$ cat config.mk
export PLATFORM = sky130hd
export DESIGN_NAME = ofs_output_function_select
export DESIGN_NICKNAME = d
export VERILOG_FILES = /design/src/ofs_output_function_select.v
export VERILOG_INCLUDE_DIRS = /design/src
export SDC_FILE = /design/constraint.sdc
export NUM_CORES = 1
export LEC_CHECK = 0
export BUFFER_PORTS_ARGS = -buffer_cell sky130_fd_sc_hd__buf_2
export CORE_ASPECT_RATIO = 1.1
export CORE_MARGIN = 2
export CORE_UTILIZATION = 45
export CTS_BUF_LIST = sky130_fd_sc_hd__clkbuf_4 sky130_fd_sc_hd__clkbuf_8
export DETAILED_ROUTE_END_ITERATION = 8
export GPL_ROUTABILITY_DRIVEN = 1
export GPL_TIMING_DRIVEN = 0
export PLACE_DENSITY = 0.67
export SKIP_CTS_REPAIR_TIMING = 1
export SLEW_MARGIN = 20
export SYNTH_ARGS = -nofsm -noshare
export SYNTH_HDL_FRONTEND = slang
export SYNTH_SLANG_ARGS = --single-unit
$ cat constraint.sdc
create_clock -name ref_clk -period 3 [get_ports ref_clk]
set_clock_uncertainty 0.1 [all_clocks]
set_input_delay 0.3 -clock ref_clk [delete_from_list [all_inputs] [get_ports ref_clk]]
set_output_delay 0.3 -clock ref_clk [all_outputs]
set_load 0.05 [all_outputs]
$ cat src/ofs_defines.vh
// Purpose: constants for the output function select block
// Assumes: 16-bit parameter port, offsets are the parameter indices
// Notes:   none
// Overview of operation
// - code 1: output left free for other use
// - code 2: ready, switched on or enabled
// - code 3: operation enabled only
// - code 4: relative move after capture active/finished
// - code 5: position deviation inside window
// - code 6: velocity deviation inside window
// - code 7: motor velocity below threshold
// - code 8: motor current below threshold
// - code 9: halt request acknowledged
// - code 13: motor at standstill
// - code 14: selected class 1-4 error active
// - code 16: selected class 0 warning active
// - code 22: motor turning positive
// - code 23: motor turning negative
// - writes accepted only with power stage disabled
// - new value persists, active after power-on
`ifndef OFS_DEFINES_VH
`define OFS_DEFINES_VH
`define OFS_ADDR_OUT3      16'h0718
`define OFS_ADDR_OUT4      16'h071a
`define OFS_RESET_SEL      16'h0001
`define OFS_FN_FREE        16'h0001
`define OFS_FN_NOFAULT     16'h0002
`define OFS_FN_ACTIVE      16'h0003
`define OFS_FN_RELATIVE_MOVE_AFTER_CAPTURE        16'h0004
`define OFS_FN_POSWIN      16'h0005
`define OFS_FN_VELWIN      16'h0006
`define OFS_FN_VELBELOW    16'h0007
`define OFS_FN_CURBELOW    16'h0008
`define OFS_FN_HALTACK     16'h0009
`define OFS_FN_STANDSTILL  16'h000d
`define OFS_FN_SELERR      16'h000e
`define OFS_FN_SELWARN     16'h0010
`define OFS_FN_MOVEPOS     16'h0016
`define OFS_FN_MOVENEG     16'h0017
`endif

$ cat src/ofs_output_function_select.v
// Purpose: routes drive status conditions to outputs three and four
// Assumes: single-cycle parameter write/read strobes, synchronous inputs
// Notes:   persistent copy lives in a reg here; arst_n resets it to code 1 like the active copy
`include "ofs_defines.vh"
module ofs_output_function_select (
  input  wire        ref_clk,
  input  wire        arst_n,
  input  wire        powerOnLoad,
  input  wire        paramWrite,
  input  wire        paramRead,
  input  wire [15:0] paramAddr,
  input  wire [15:0] paramWdata,
  output reg  [15:0] paramRdata,
  output reg         paramAck,
  output reg         paramReject,
  input  wire        powerStageEnabled,
  input  wire        stReadyToSwitchOn,
  input  wire        stSwitchedOn,
  input  wire        stOperationEnabled,
  input  wire        relativeMoveAfterCapture,
  input  wire        posInWindow,
  input  wire        velInWindow,
  input  wire        velBelowThreshold,
  input  wire        curBelowThreshold,
  input  wire        haltAck,
  input  wire        motorStandstill,
  input  wire        selectedError,
  input  wire        selectedWarning,
  input  wire        movePositive,
  input  wire        moveNegative,
  input  wire        freeOut3,
  input  wire        freeOut4,
  output reg         digitalOutputThree,
  output reg         digitalOutputFour
);

  //////////////////////////////////////////////////////////////////////////////
  reg        rstMeta;
  reg        rstSync;
  reg [15:0] storedSel3;
  reg [15:0] storedSel4;
  reg [15:0] activeSel3;
  reg [15:0] activeSel4;
  wire       hitAddr;
  wire       codeOk;

  always @(posedge ref_clk or negedge arst_n) begin
    if (!arst_n) begin
      rstMeta <= 1'b0;
      rstSync <= 1'b0;
    end else begin
      rstMeta <= 1'b1;
      rstSync <= rstMeta;
    end
  end

  function isDefined;
    input [15:0] code;
    begin
      case (code)
        `OFS_FN_FREE, `OFS_FN_NOFAULT, `OFS_FN_ACTIVE, `OFS_FN_RELATIVE_MOVE_AFTER_CAPTURE,
        `OFS_FN_POSWIN, `OFS_FN_VELWIN, `OFS_FN_VELBELOW, `OFS_FN_CURBELOW,
        `OFS_FN_HALTACK, `OFS_FN_STANDSTILL, `OFS_FN_SELERR, `OFS_FN_SELWARN,
        `OFS_FN_MOVEPOS, `OFS_FN_MOVENEG: isDefined = 1'b1;
        default: isDefined = 1'b0;
      endcase
    end
  endfunction

  // one condition slot per defined code, in code order; slot 0 is free use
  localparam NSLOT = 14;
  localparam NOUT  = 2;

  // one-hot slot of a selector code; all zero for a code that is not defined
  function [NSLOT-1:0] slotOf;
    input [15:0] code;
    begin
      slotOf = {NSLOT{1'b0}};
      case (code)
        `OFS_FN_FREE:       slotOf[0]  = 1'b1;
        `OFS_FN_NOFAULT:    slotOf[1]  = 1'b1;
        `OFS_FN_ACTIVE:     slotOf[2]  = 1'b1;
        `OFS_FN_RELATIVE_MOVE_AFTER_CAPTURE:       slotOf[3]  = 1'b1;
        `OFS_FN_POSWIN:     slotOf[4]  = 1'b1;
        `OFS_FN_VELWIN:     slotOf[5]  = 1'b1;
        `OFS_FN_VELBELOW:   slotOf[6]  = 1'b1;
        `OFS_FN_CURBELOW:   slotOf[7]  = 1'b1;
        `OFS_FN_HALTACK:    slotOf[8]  = 1'b1;
        `OFS_FN_STANDSTILL: slotOf[9]  = 1'b1;
        `OFS_FN_SELERR:     slotOf[10] = 1'b1;
        `OFS_FN_SELWARN:    slotOf[11] = 1'b1;
        `OFS_FN_MOVEPOS:    slotOf[12] = 1'b1;
        `OFS_FN_MOVENEG:    slotOf[13] = 1'b1;
        default:            slotOf     = {NSLOT{1'b0}};
      endcase
    end
  endfunction

  assign hitAddr = (paramAddr == `OFS_ADDR_OUT3) || (paramAddr == `OFS_ADDR_OUT4);
  assign codeOk  = isDefined(paramWdata);

  //////////////////////////////////////////////////////////////////////////////
  // request decode: a write is taken only when every guard passes, so a
  // refused write leaves both stored copies untouched
  wire       hitOut3;
  wire       hitOut4;
  wire       writeTaken;
  wire       writeRefused;
  wire       readTaken;
  wire       readRefused;
  wire       writeOut3;
  wire       writeOut4;

  assign hitOut3      = (paramAddr == `OFS_ADDR_OUT3);
  assign hitOut4      = (paramAddr == `OFS_ADDR_OUT4);
  assign writeTaken   = paramWrite && hitAddr && !powerStageEnabled && codeOk;
  assign writeRefused = paramWrite && !writeTaken;
  // write and read in one cycle: the write wins and the read is dropped
  assign readTaken    = paramRead && !paramWrite && hitAddr;
  assign readRefused  = paramRead && !paramWrite && !hitAddr;
  assign writeOut3    = writeTaken && hitOut3;
  assign writeOut4    = writeTaken && hitOut4;

  //////////////////////////////////////////////////////////////////////////////
  // stored selectors: what a read returns and what the next power-on uses
  always @(posedge ref_clk or negedge rstSync) begin
    if (!rstSync) begin
      storedSel3 <= `OFS_RESET_SEL;
    end else if (writeOut3) begin
      storedSel3 <= paramWdata;
    end
  end

  always @(posedge ref_clk or negedge rstSync) begin
    if (!rstSync) begin
      storedSel4 <= `OFS_RESET_SEL;
    end else if (writeOut4) begin
      storedSel4 <= paramWdata;
    end
  end

  // active copy follows only on a power-on load, so a new selection never
  // switches an output while the drive is running
  always @(posedge ref_clk or negedge rstSync) begin
    if (!rstSync) begin
      activeSel3 <= `OFS_RESET_SEL;
      activeSel4 <= `OFS_RESET_SEL;
    end else if (powerOnLoad) begin
      activeSel3 <= storedSel3;
      activeSel4 <= storedSel4;
    end
  end

  //////////////////////////////////////////////////////////////////////////////
  // answer pulses last exactly one cycle
  always @(posedge ref_clk or negedge rstSync) begin
    if (!rstSync) begin
      paramAck    <= 1'b0;
      paramReject <= 1'b0;
    end else begin
      paramAck    <= writeTaken || readTaken;
      paramReject <= writeRefused || readRefused;
    end
  end

  // read data holds until the next read request
  always @(posedge ref_clk or negedge rstSync) begin
    if (!rstSync) begin
      paramRdata <= 16'h0000;
    end else if (readTaken) begin
      paramRdata <= hitOut3 ? storedSel3 : storedSel4;
    end else if (readRefused) begin
      paramRdata <= 16'h0000;
    end
  end

  //////////////////////////////////////////////////////////////////////////////
  // shared condition lines; slot 0 is filled per output with its free level
  wire [NSLOT-1:0] condShared;
  wire [NOUT-1:0]  freeLevel;
  wire [NOUT-1:0]  routed;
  wire [15:0]      activeView [0:NOUT-1];

  assign condShared[0]  = 1'b0;
  assign condShared[1]  = stReadyToSwitchOn | stSwitchedOn | stOperationEnabled;
  assign condShared[2]  = stOperationEnabled;
  assign condShared[3]  = relativeMoveAfterCapture;
  assign condShared[4]  = posInWindow;
  assign condShared[5]  = velInWindow;
  assign condShared[6]  = velBelowThreshold;
  assign condShared[7]  = curBelowThreshold;
  assign condShared[8]  = haltAck;
  assign condShared[9]  = motorStandstill;
  assign condShared[10] = selectedError;
  assign condShared[11] = selectedWarning;
  assign condShared[12] = movePositive;
  assign condShared[13] = moveNegative;

  assign freeLevel[0]  = freeOut3;
  assign freeLevel[1]  = freeOut4;
  assign activeView[0] = activeSel3;
  assign activeView[1] = activeSel4;

  // an undefined code cannot be stored, but would give a low output anyway
  genvar ch;
  generate
    for (ch = 0; ch < NOUT; ch = ch + 1) begin : gen_chan
      wire [NSLOT-1:0] pick;
      wire [NSLOT-1:0] cond;
      assign pick       = slotOf(activeView[ch]);
      assign cond       = condShared | {{(NSLOT-1){1'b0}}, freeLevel[ch]};
      assign routed[ch] = |(pick & cond);
    end
  endgenerate

  //////////////////////////////////////////////////////////////////////////////
  always @(posedge ref_clk or negedge rstSync) begin
    if (!rstSync) begin
      digitalOutputThree <= 1'b0;
      digitalOutputFour  <= 1'b0;
    end else begin
      digitalOutputThree <= routed[0];
      digitalOutputFour  <= routed[1];
    end
  end

endmodule

# Word-level counts from Yosys, hierarchy flattened
# Memory sizes are Yosys's and may differ from the RTL's.
# Index checks and enable logic that the tools add are counted.
# totals
register_bits,86
rom_bits,32
in_bits,54
output_inout_bits,20
mem_count,1
# mem_list
name,depth,word_bits,read_ports,rd_clocked_by_memory_dff,write_ports,line,rtl
(name not given),32,1,1,0,0,ofs_output_function_select.v:60,case (code)
# classes
eq_ne,30
muxes,32
n_bitwise,6
n_reduce_logical,20
# ops
operator,n
$eq 16x3->1 const B,8
$eq 16x4->1 const B,8
$eq 16x5->1 const B,6
$eq 16x2->1 const B,4
$mux 16,3
$eq 16x1->1 const B,2
$eq 16x11->1 const B,2
$mux 1,29
$and 14x14->14,2
$or 14x1->14,2
$reduce_or 14->1,2
$logic_not 11->1,1
$logic_and 1x1->1,9
$logic_not 1->1,4
$logic_or 1x1->1,3
$or 1x1->1,2
$reduce_bool 2->1,1

# Logic depth before layout (Yosys ltp)
# Gate-level depths: netlist of run 1.
# depth
word_depth,8
mapped_depth,9

# Least setup slack after synthesis of run 1
# No wires, ideal clock.
# synth_timing
path_type,input to register
startpoint,input port paramWdata[0]
endpoint,register storedSel4[1]
setup_time_ns,0.125
arrival_time_ns,1.694
required_ns,2.775
setup_slack_ns,1.081
cell_stages,8
path_cell_list,inv_1 ha_1 nor4b_1 a21oi_1 nand4_2 or3_1 buf_4 mux2_4
# synth_between
elab_chain_len,4
# synth_rtl
item,line,rtl
start: declaration,ofs_output_function_select.v:12,"input wire [15:0] paramWdata,"
$mem_v2 32x1,n/a,
$mux 1,ofs_output_function_select.v:60,
$logic_and 1x1->1,ofs_output_function_select.v:116,assign writeTaken = paramWrite && hitAddr && !powerStageEnabled && codeOk;
$logic_and 1x1->1,ofs_output_function_select.v:122,assign writeOut4 = writeTaken && hitOut4;
end signal: assignment,ofs_output_function_select.v:136,storedSel4 <= `OFS_RESET_SEL;
end signal: assignment,ofs_output_function_select.v:138,storedSel4 <= paramWdata;
end: declaration,ofs_output_function_select.v:41,reg [15:0] storedSel4;
# No other way between the ends.
# A chain may end at the register's enable or synchronous reset.

# Worst setup path after layout of run 1
# layout_timing
startpoint,input port paramWdata[0]
endpoint,register storedSel3[5]
# layout_between
elab_chain_len,4
# layout_rtl
item,line,rtl
$mem_v2 32x1,n/a,
$mux 1,ofs_output_function_select.v:60,
$logic_and 1x1->1,ofs_output_function_select.v:116,
$logic_and 1x1->1,ofs_output_function_select.v:121,assign writeOut3 = writeTaken && hitOut3;
end signal: assignment,ofs_output_function_select.v:128,storedSel3 <= `OFS_RESET_SEL;
end signal: assignment,ofs_output_function_select.v:130,storedSel3 <= paramWdata;
end: declaration,ofs_output_function_select.v:40,reg [15:0] storedSel3;
# No other way between the ends.

==> reports/qor.csv, run 1 <==
metric;value;unit
post-synthesis cell type count;45;
number of buffers added on ports;71;
Final Net Count;444;
CP arrival;2.13;ns
compound-gate portion of the synthesized area;0.07341;
ANT cells;0;
met1 Resource Use GR;0.2431;
Filler cells;736;
crit-path most repeated cell;buf_2;
WL/cell;15.93;µm
Critical-path top delay cell;nor3_2;
Worst Hold Class;primary input to register;
worst setup path class;primary input to register;
I/O pin count;74;
DP HPWL;5887;µm
GR Util met3;0.02853;
first-pass GRT wire length;13290;µm
minimum clock period;1.992;ns
final setup vio count;0;
CP Launch Type;primary input;
Reg clk slew, reported paths;0.09;ns
multi-input logic area;1519;µm²
Primary FF master, synth;dfrtp_1;
cts bufs inserted;9;
CP Max Fanout;10;
Die X;91.43;µm
GR peak layer;met2;
Tcrit/Tclk final;0.6639;
first drt pass iteration count;4;
Remaining DRCs;0;
Layout Area Growth over Synthesis;18.88;%
CTS sink cnt;86;
DR iter-0 viols;97;
Power Density;456.7;nW/µm²
Rel. slew slack;0.4681;
Final Max Tran Viols;0;
Leak Pwr;2.290;nW
die area;9159;µm²
final setup margin;1.008;ns
mux contribution to synthesized area;0.1842;
Syn Area/Cell;12.41;µm²
core area;8277;µm²
Req. time, crit path;3.14;ns
Adder-Cell Fraction of Synth Area;0.003307;
max frequency;0.5021;GHz
Syn Nets;360;
Tot Pwr;2.054;mW
Peak VDD IR;0.3595;mV
Crit. End Element;register;
Async SR Flop Fraction;1.000;
main combinational cell family by area after synthesis;multiplexers;
vias in the first global route;2663;
post-synthesis cell area;3784;µm²
initial antenna violation count;0;
Die Y-Extent;100.2;µm
worst slack, placed;0.6336;ns
simple-gate share of the synthesized area;0.1396;
CP delay by family, top;simple AND/OR/NAND/NOR gates;
Row Count;35;
CTS tree;built;
maxcap violations;0;
Final GP Congestion;0.7697;
largest net degree at the start of global routing;48;
Initial Util;0.4571;
RSZ-0062 raised after global routing;false;
Worst Tran Pin Value;0.7979;ns
crit path cell chain;buf_2 -> inv_1 -> ha_1 -> nor4b_1 -> a21oi_1 -> nand4_2 -> nor3_2 -> buf_2 -> nor2b_1;
vias;2636;
placed cells;488;
global route total overflow;0;
H-tree levels;3;
yosys warns;0;
Via density;5.220;
Post-synth EDFFs;0;
Final ANT Viol Nets;0;
Max Buffers Root-to-Sink;2;
sequential cell area fraction in the yosys report;0.5701;
number of synthesized register bits;86;
share of layout cells above drive strength 1;0.2766;
gr usage total;0.1845;
status;finished clean;
clk root buf;clkbuf_8;
Critical path buffers and inverters;3;
clock latency on the worst-skew pair;0.35;ns
Sequential Area;2161;µm²
hold_ws;0.1136;ns
GR Util met2;0.3150;
WL final;8046;µm
Finished Layout Cells;505;
final hold violations;0;
slowest cell delay on critical path;0.54;ns
Cells after Synth;305;
XOR/XNOR share of the synthesized area;0;
## cells in the mapped netlist (4+ instances only)
| cell | n | area, µm² |
|---|---|---|
| dfrtp_1 | 82 | 2052 |
| mux2_1 | 36 | 405.4 |
| nand2_1 | 20 | 75.07 |
| o31ai_1 | 17 | 127.6 |
| mux2i_1 | 16 | 160.2 |
| nor2b_1 | 16 | 100.1 |
| clkbuf_1 | 13 | 48.80 |
| and2_1 | 12 | 75.07 |
| a21oi_1 | 8 | 40.04 |
| nand3_1 | 6 | 30.03 |
| nor2_1 | 6 | 22.52 |
| nor4_1 | 6 | 37.54 |
| inv_1 | 5 | 18.77 |
| mux2_4 | 5 | 75.07 |
| o21ai_0 | 5 | 25.02 |
| a31oi_1 | 4 | 25.02 |
| dfstp_2 | 4 | 105.1 |
| nor3_1 | 4 | 20.02 |
## layout by cell type (no fill, tap or decap), types with 2 or more instances in the layout
cell      instances
buf_2            73
or3_1             2
nor2_1            6
nor3b_1           2
and4bb_1          2
mux2i_1          16
and2_1           12
buf_1             3
mux2_1           36
dfstp_2           4
mux2_4            5
clkbuf_8          9
nand3b_1          2
nor4b_1           3
o31ai_1          17
nand3_1           6
nor4_1            6
mux2_2            3
nand2_1          20
nor3_1            4
a31oi_1           4
inv_6             4
dfrtp_1          81
nand4_1           2
o21ai_1           2
inv_1             5
o21ai_0           5
a21oi_1           8
clkbuf_1         13
nor2b_1          16
## final cells by class
class	count	share of cell area
clock inverter	7	0.01391
multi-input combinational	194	0.3377
clock buffer	9	0.02754
tap	111	0.03088
timing repair buffer	73	0.08567
buffer	20	0.01975
sequential	86	0.4804
inverter	5	0.004172
## where the power goes
part	internal [mW]	switching, mW	total (mW)
clock network	0.320	0.450	0.770
registers	1.16	0.0125	1.17
logic	0.0503	0.0610	0.111
## path summary, 6_finish.rpt
kind | slack, ns | to | cells past startpoint | start
setup / recovery | 1.01 | storedSel3[5] | 9 | paramWdata[0]
hold / removal | 0.11 | paramReject | 3 | paramWrite
setup reg to reg | 1.02 | digitalOutputThree | 6 | activeSel3[0]
hold reg to reg | 0.25 | activeSel4[10] | 0 | rstSync
max in group asynchronous | 1.93 | storedSel4[4] | 1 | rstSync
min in group asynchronous | 0.14 | rstSync | 2 | arst_n
## sequential cells by signal, summed over array words and instances (netlist names)
name / cells
digitalOutputFour: 1
storedSel4: 16
paramRdata: 16
storedSel3: 16
paramReject: 1
activeSel3: 16
digitalOutputThree: 1
paramAck: 1
rstMeta: 1
activeSel4: 16
rstSync: 1
## cell families (layout without fill, tap and decap cells)
logic type,Yosys count,after routing
AOI/OAI and AO/OA,42,42
and+or+nand+nor,89,89
DFF,86,86
muxes,61,61
adders and majority gates,1,1
buffers and inverters,25,114
other,1,1
## metal layers
metal / share of wire / up-vias
li1: - / 1259
met1: 0.45 / 1326
met2: 0.50 / 41
met3: 0.033 / 10
met4: 0.013 / 0
met5: 0 / -
## metrics by stage
| stage | TNS [ns] | instance area (µm²) | utilization |
|---|---|---|---|
| 4_1_cts | 0 | 4488 | 0.5423 |
| 6_report | 0 | 4498 | 0.5435 |
| 2_1_floorplan | 0 | 3784 | - |
| 5_1_grt | 0 | 4498 | 0.5435 |
| 3_5_place_dp | 0 | 4302 | 0.5197 |
| 3_3_place_gp | -45.75 | 4278 | 0.5169 |
## tightest hold or removal path, cell delays in order
cell,delay (ns)
buf_2,0.09
a21oi_1,0.04
nor2_1,0.09
No activity file was read; power rests on OpenSTA's default activity.
==> run 2: changes to the inputs <==
Clock period 3 ns to 2 ns, I/O delays scaled along.
==> reports/qor.csv, run 2 (synthesis results as in run 1) <==
metric;value;unit
Tcrit/Tclk final;0.8878;
CP Max Fanout;9;
fin util;0.5472;
Initial Util;0.4571;
Reg clk slew, reported paths;0.09;ns
vias;2645;
Worst Tran Pin Value;0.7573;ns
Peak VDD IR;0.4766;mV
global route total overflow;0;
I/O pin count;74;
Final Max Tran Viols;0;
share of layout cells above drive strength 1;0.2774;
Worst R2R Start;activeSel4[0];
CP Capture Point;digitalOutputFour;
worst setup path class;register to register;
Row Count;35;
final setup vio count;0;
most frequent cells in the layout;dfrtp_1, buf_2, mux2_1;
CP arrival;1.94;ns
CTS tree;built;
max frequency;0.5632;GHz
maxcap violations;0;
first drt pass iteration count;4;
commonest non-fill, non-tap cell in the layout;dfrtp_1;
Sequential Area;2161;µm²
Post-Layout Inst Area;4529;µm²
Req. time, crit path;2.16;ns
number of buffers added on ports;71;
core area;8277;µm²
Rel. slew slack;0.4951;
initial antenna violation count;0;
Crit. End Element;register;
reg2reg path depth;5;
WL final;8091;µm
capturing point of the worst reg2reg path;digitalOutputFour;
Filler cells;724;
clock latency on the worst-skew pair;0.34;ns
Leak Pwr;2.311;nW
WL/cell;16.05;µm
RSZ-0062 raised after global routing;false;
placed cells;488;
Fin Setup TNS;0;ns
Max Buffers Root-to-Sink;2;
cts bufs inserted;9;
CP Launch Type;register;
worst setup path startpoint;activeSel4[0];
first-pass GRT wire length;13880;µm
largest net degree at the start of global routing;59;
Worst Hold Class;primary input to register;
vias in the first global route;2744;
Finished Layout Cells;504;
clk root buf;clkbuf_8;
Final Net Count;443;
Die X;91.43;µm
Post-DP Area;4309;µm²
Layout Area Growth over Synthesis;19.71;%
Die Y-Extent;100.2;µm
Worst R2R Setup Slack;0.22;ns
DP HPWL;5938;µm
die area;9159;µm²
ANT cells;0;
CTS sink cnt;86;
DR iter-0 viols;106;
multi-input logic area;1525;µm²
Power Density;705.1;nW/µm²
Remaining DRCs;0;
minimum clock period;1.776;ns
final hold violations;0;
H-tree levels;3;
Via density;5.248;
Final ANT Viol Nets;0;
status;finished clean;
gr usage total;0.1937;
Final GP Congestion;0.7605;
[run 2: cell count changes in the layout (fill, tap and decap cells not counted), sizes merged]
cell and delta:
inv -4, clkbuf +2, bufinv +1
[run 2: area by class of cell]
type | instances | share of cell area
multi-input combinational | 194 | 0.3367
sequential | 86 | 0.4771
buffer | 19 | 0.01878
tap | 111 | 0.03066
clock buffer | 12 | 0.03370
clock inverter | 4 | 0.01215
inverter | 5 | 0.004144
timing repair buffer | 73 | 0.08674
[run 2: critical path, stage by stage (launching register included)]
cell and delay (ns):
dfstp_2 0.52, clkbuf_1 0.33, a41oi_1 0.18, o211ai_1 0.22, nand4_1 0.16, a31oi_1 0.18
[run 2: power breakdown]
part	internal (mW)	total, mW	leakage, nW	switching (mW)
combinational	0.0770	0.175	1.03	0.0983
sequential	1.74	1.75	1.18	0.0112
clock	0.647	1.27	0.104	0.619
[run 2: worst min-delay path by stage]
stage / depth (start not counted) / from / slack [ns] / to
after floorplan: 0 / arst_n / -0.20 / rstMeta
after global placement: 1 / arst_n / -0.12 / rstMeta
after detailed placement: 1 / arst_n / -0.11 / rstMeta
after CTS: 1 / arst_n / -0.50 / rstSync
after global routing: 3 / paramWrite / 0.02 / paramReject
final: 3 / paramWrite / 0.01 / paramReject
[run 2: metal layers]
layer	share of wire	vias up	track usage
met4	0.019	0	0.07226
li1	-	1258	-
met1	0.45	1317	0.2628
met2	0.50	57	0.3167
met5	0	-	0
met3	0.037	13	0.03153
[run 2: through the flow]
step | hold WS (ns) | setup slack (ns) | power, mW
after floorplan | -0.1956 | 0.1805 | 1.871
after global placement | -0.1161 | -0.2071 | 1.954
after detailed placement | -0.1105 | -0.2327 | 1.965
after CTS | -0.4950 | 0.03027 | 3.222
after global routing | 0.01908 | 0.09552 | 3.326
final | 0.01437 | 0.2244 | 3.194
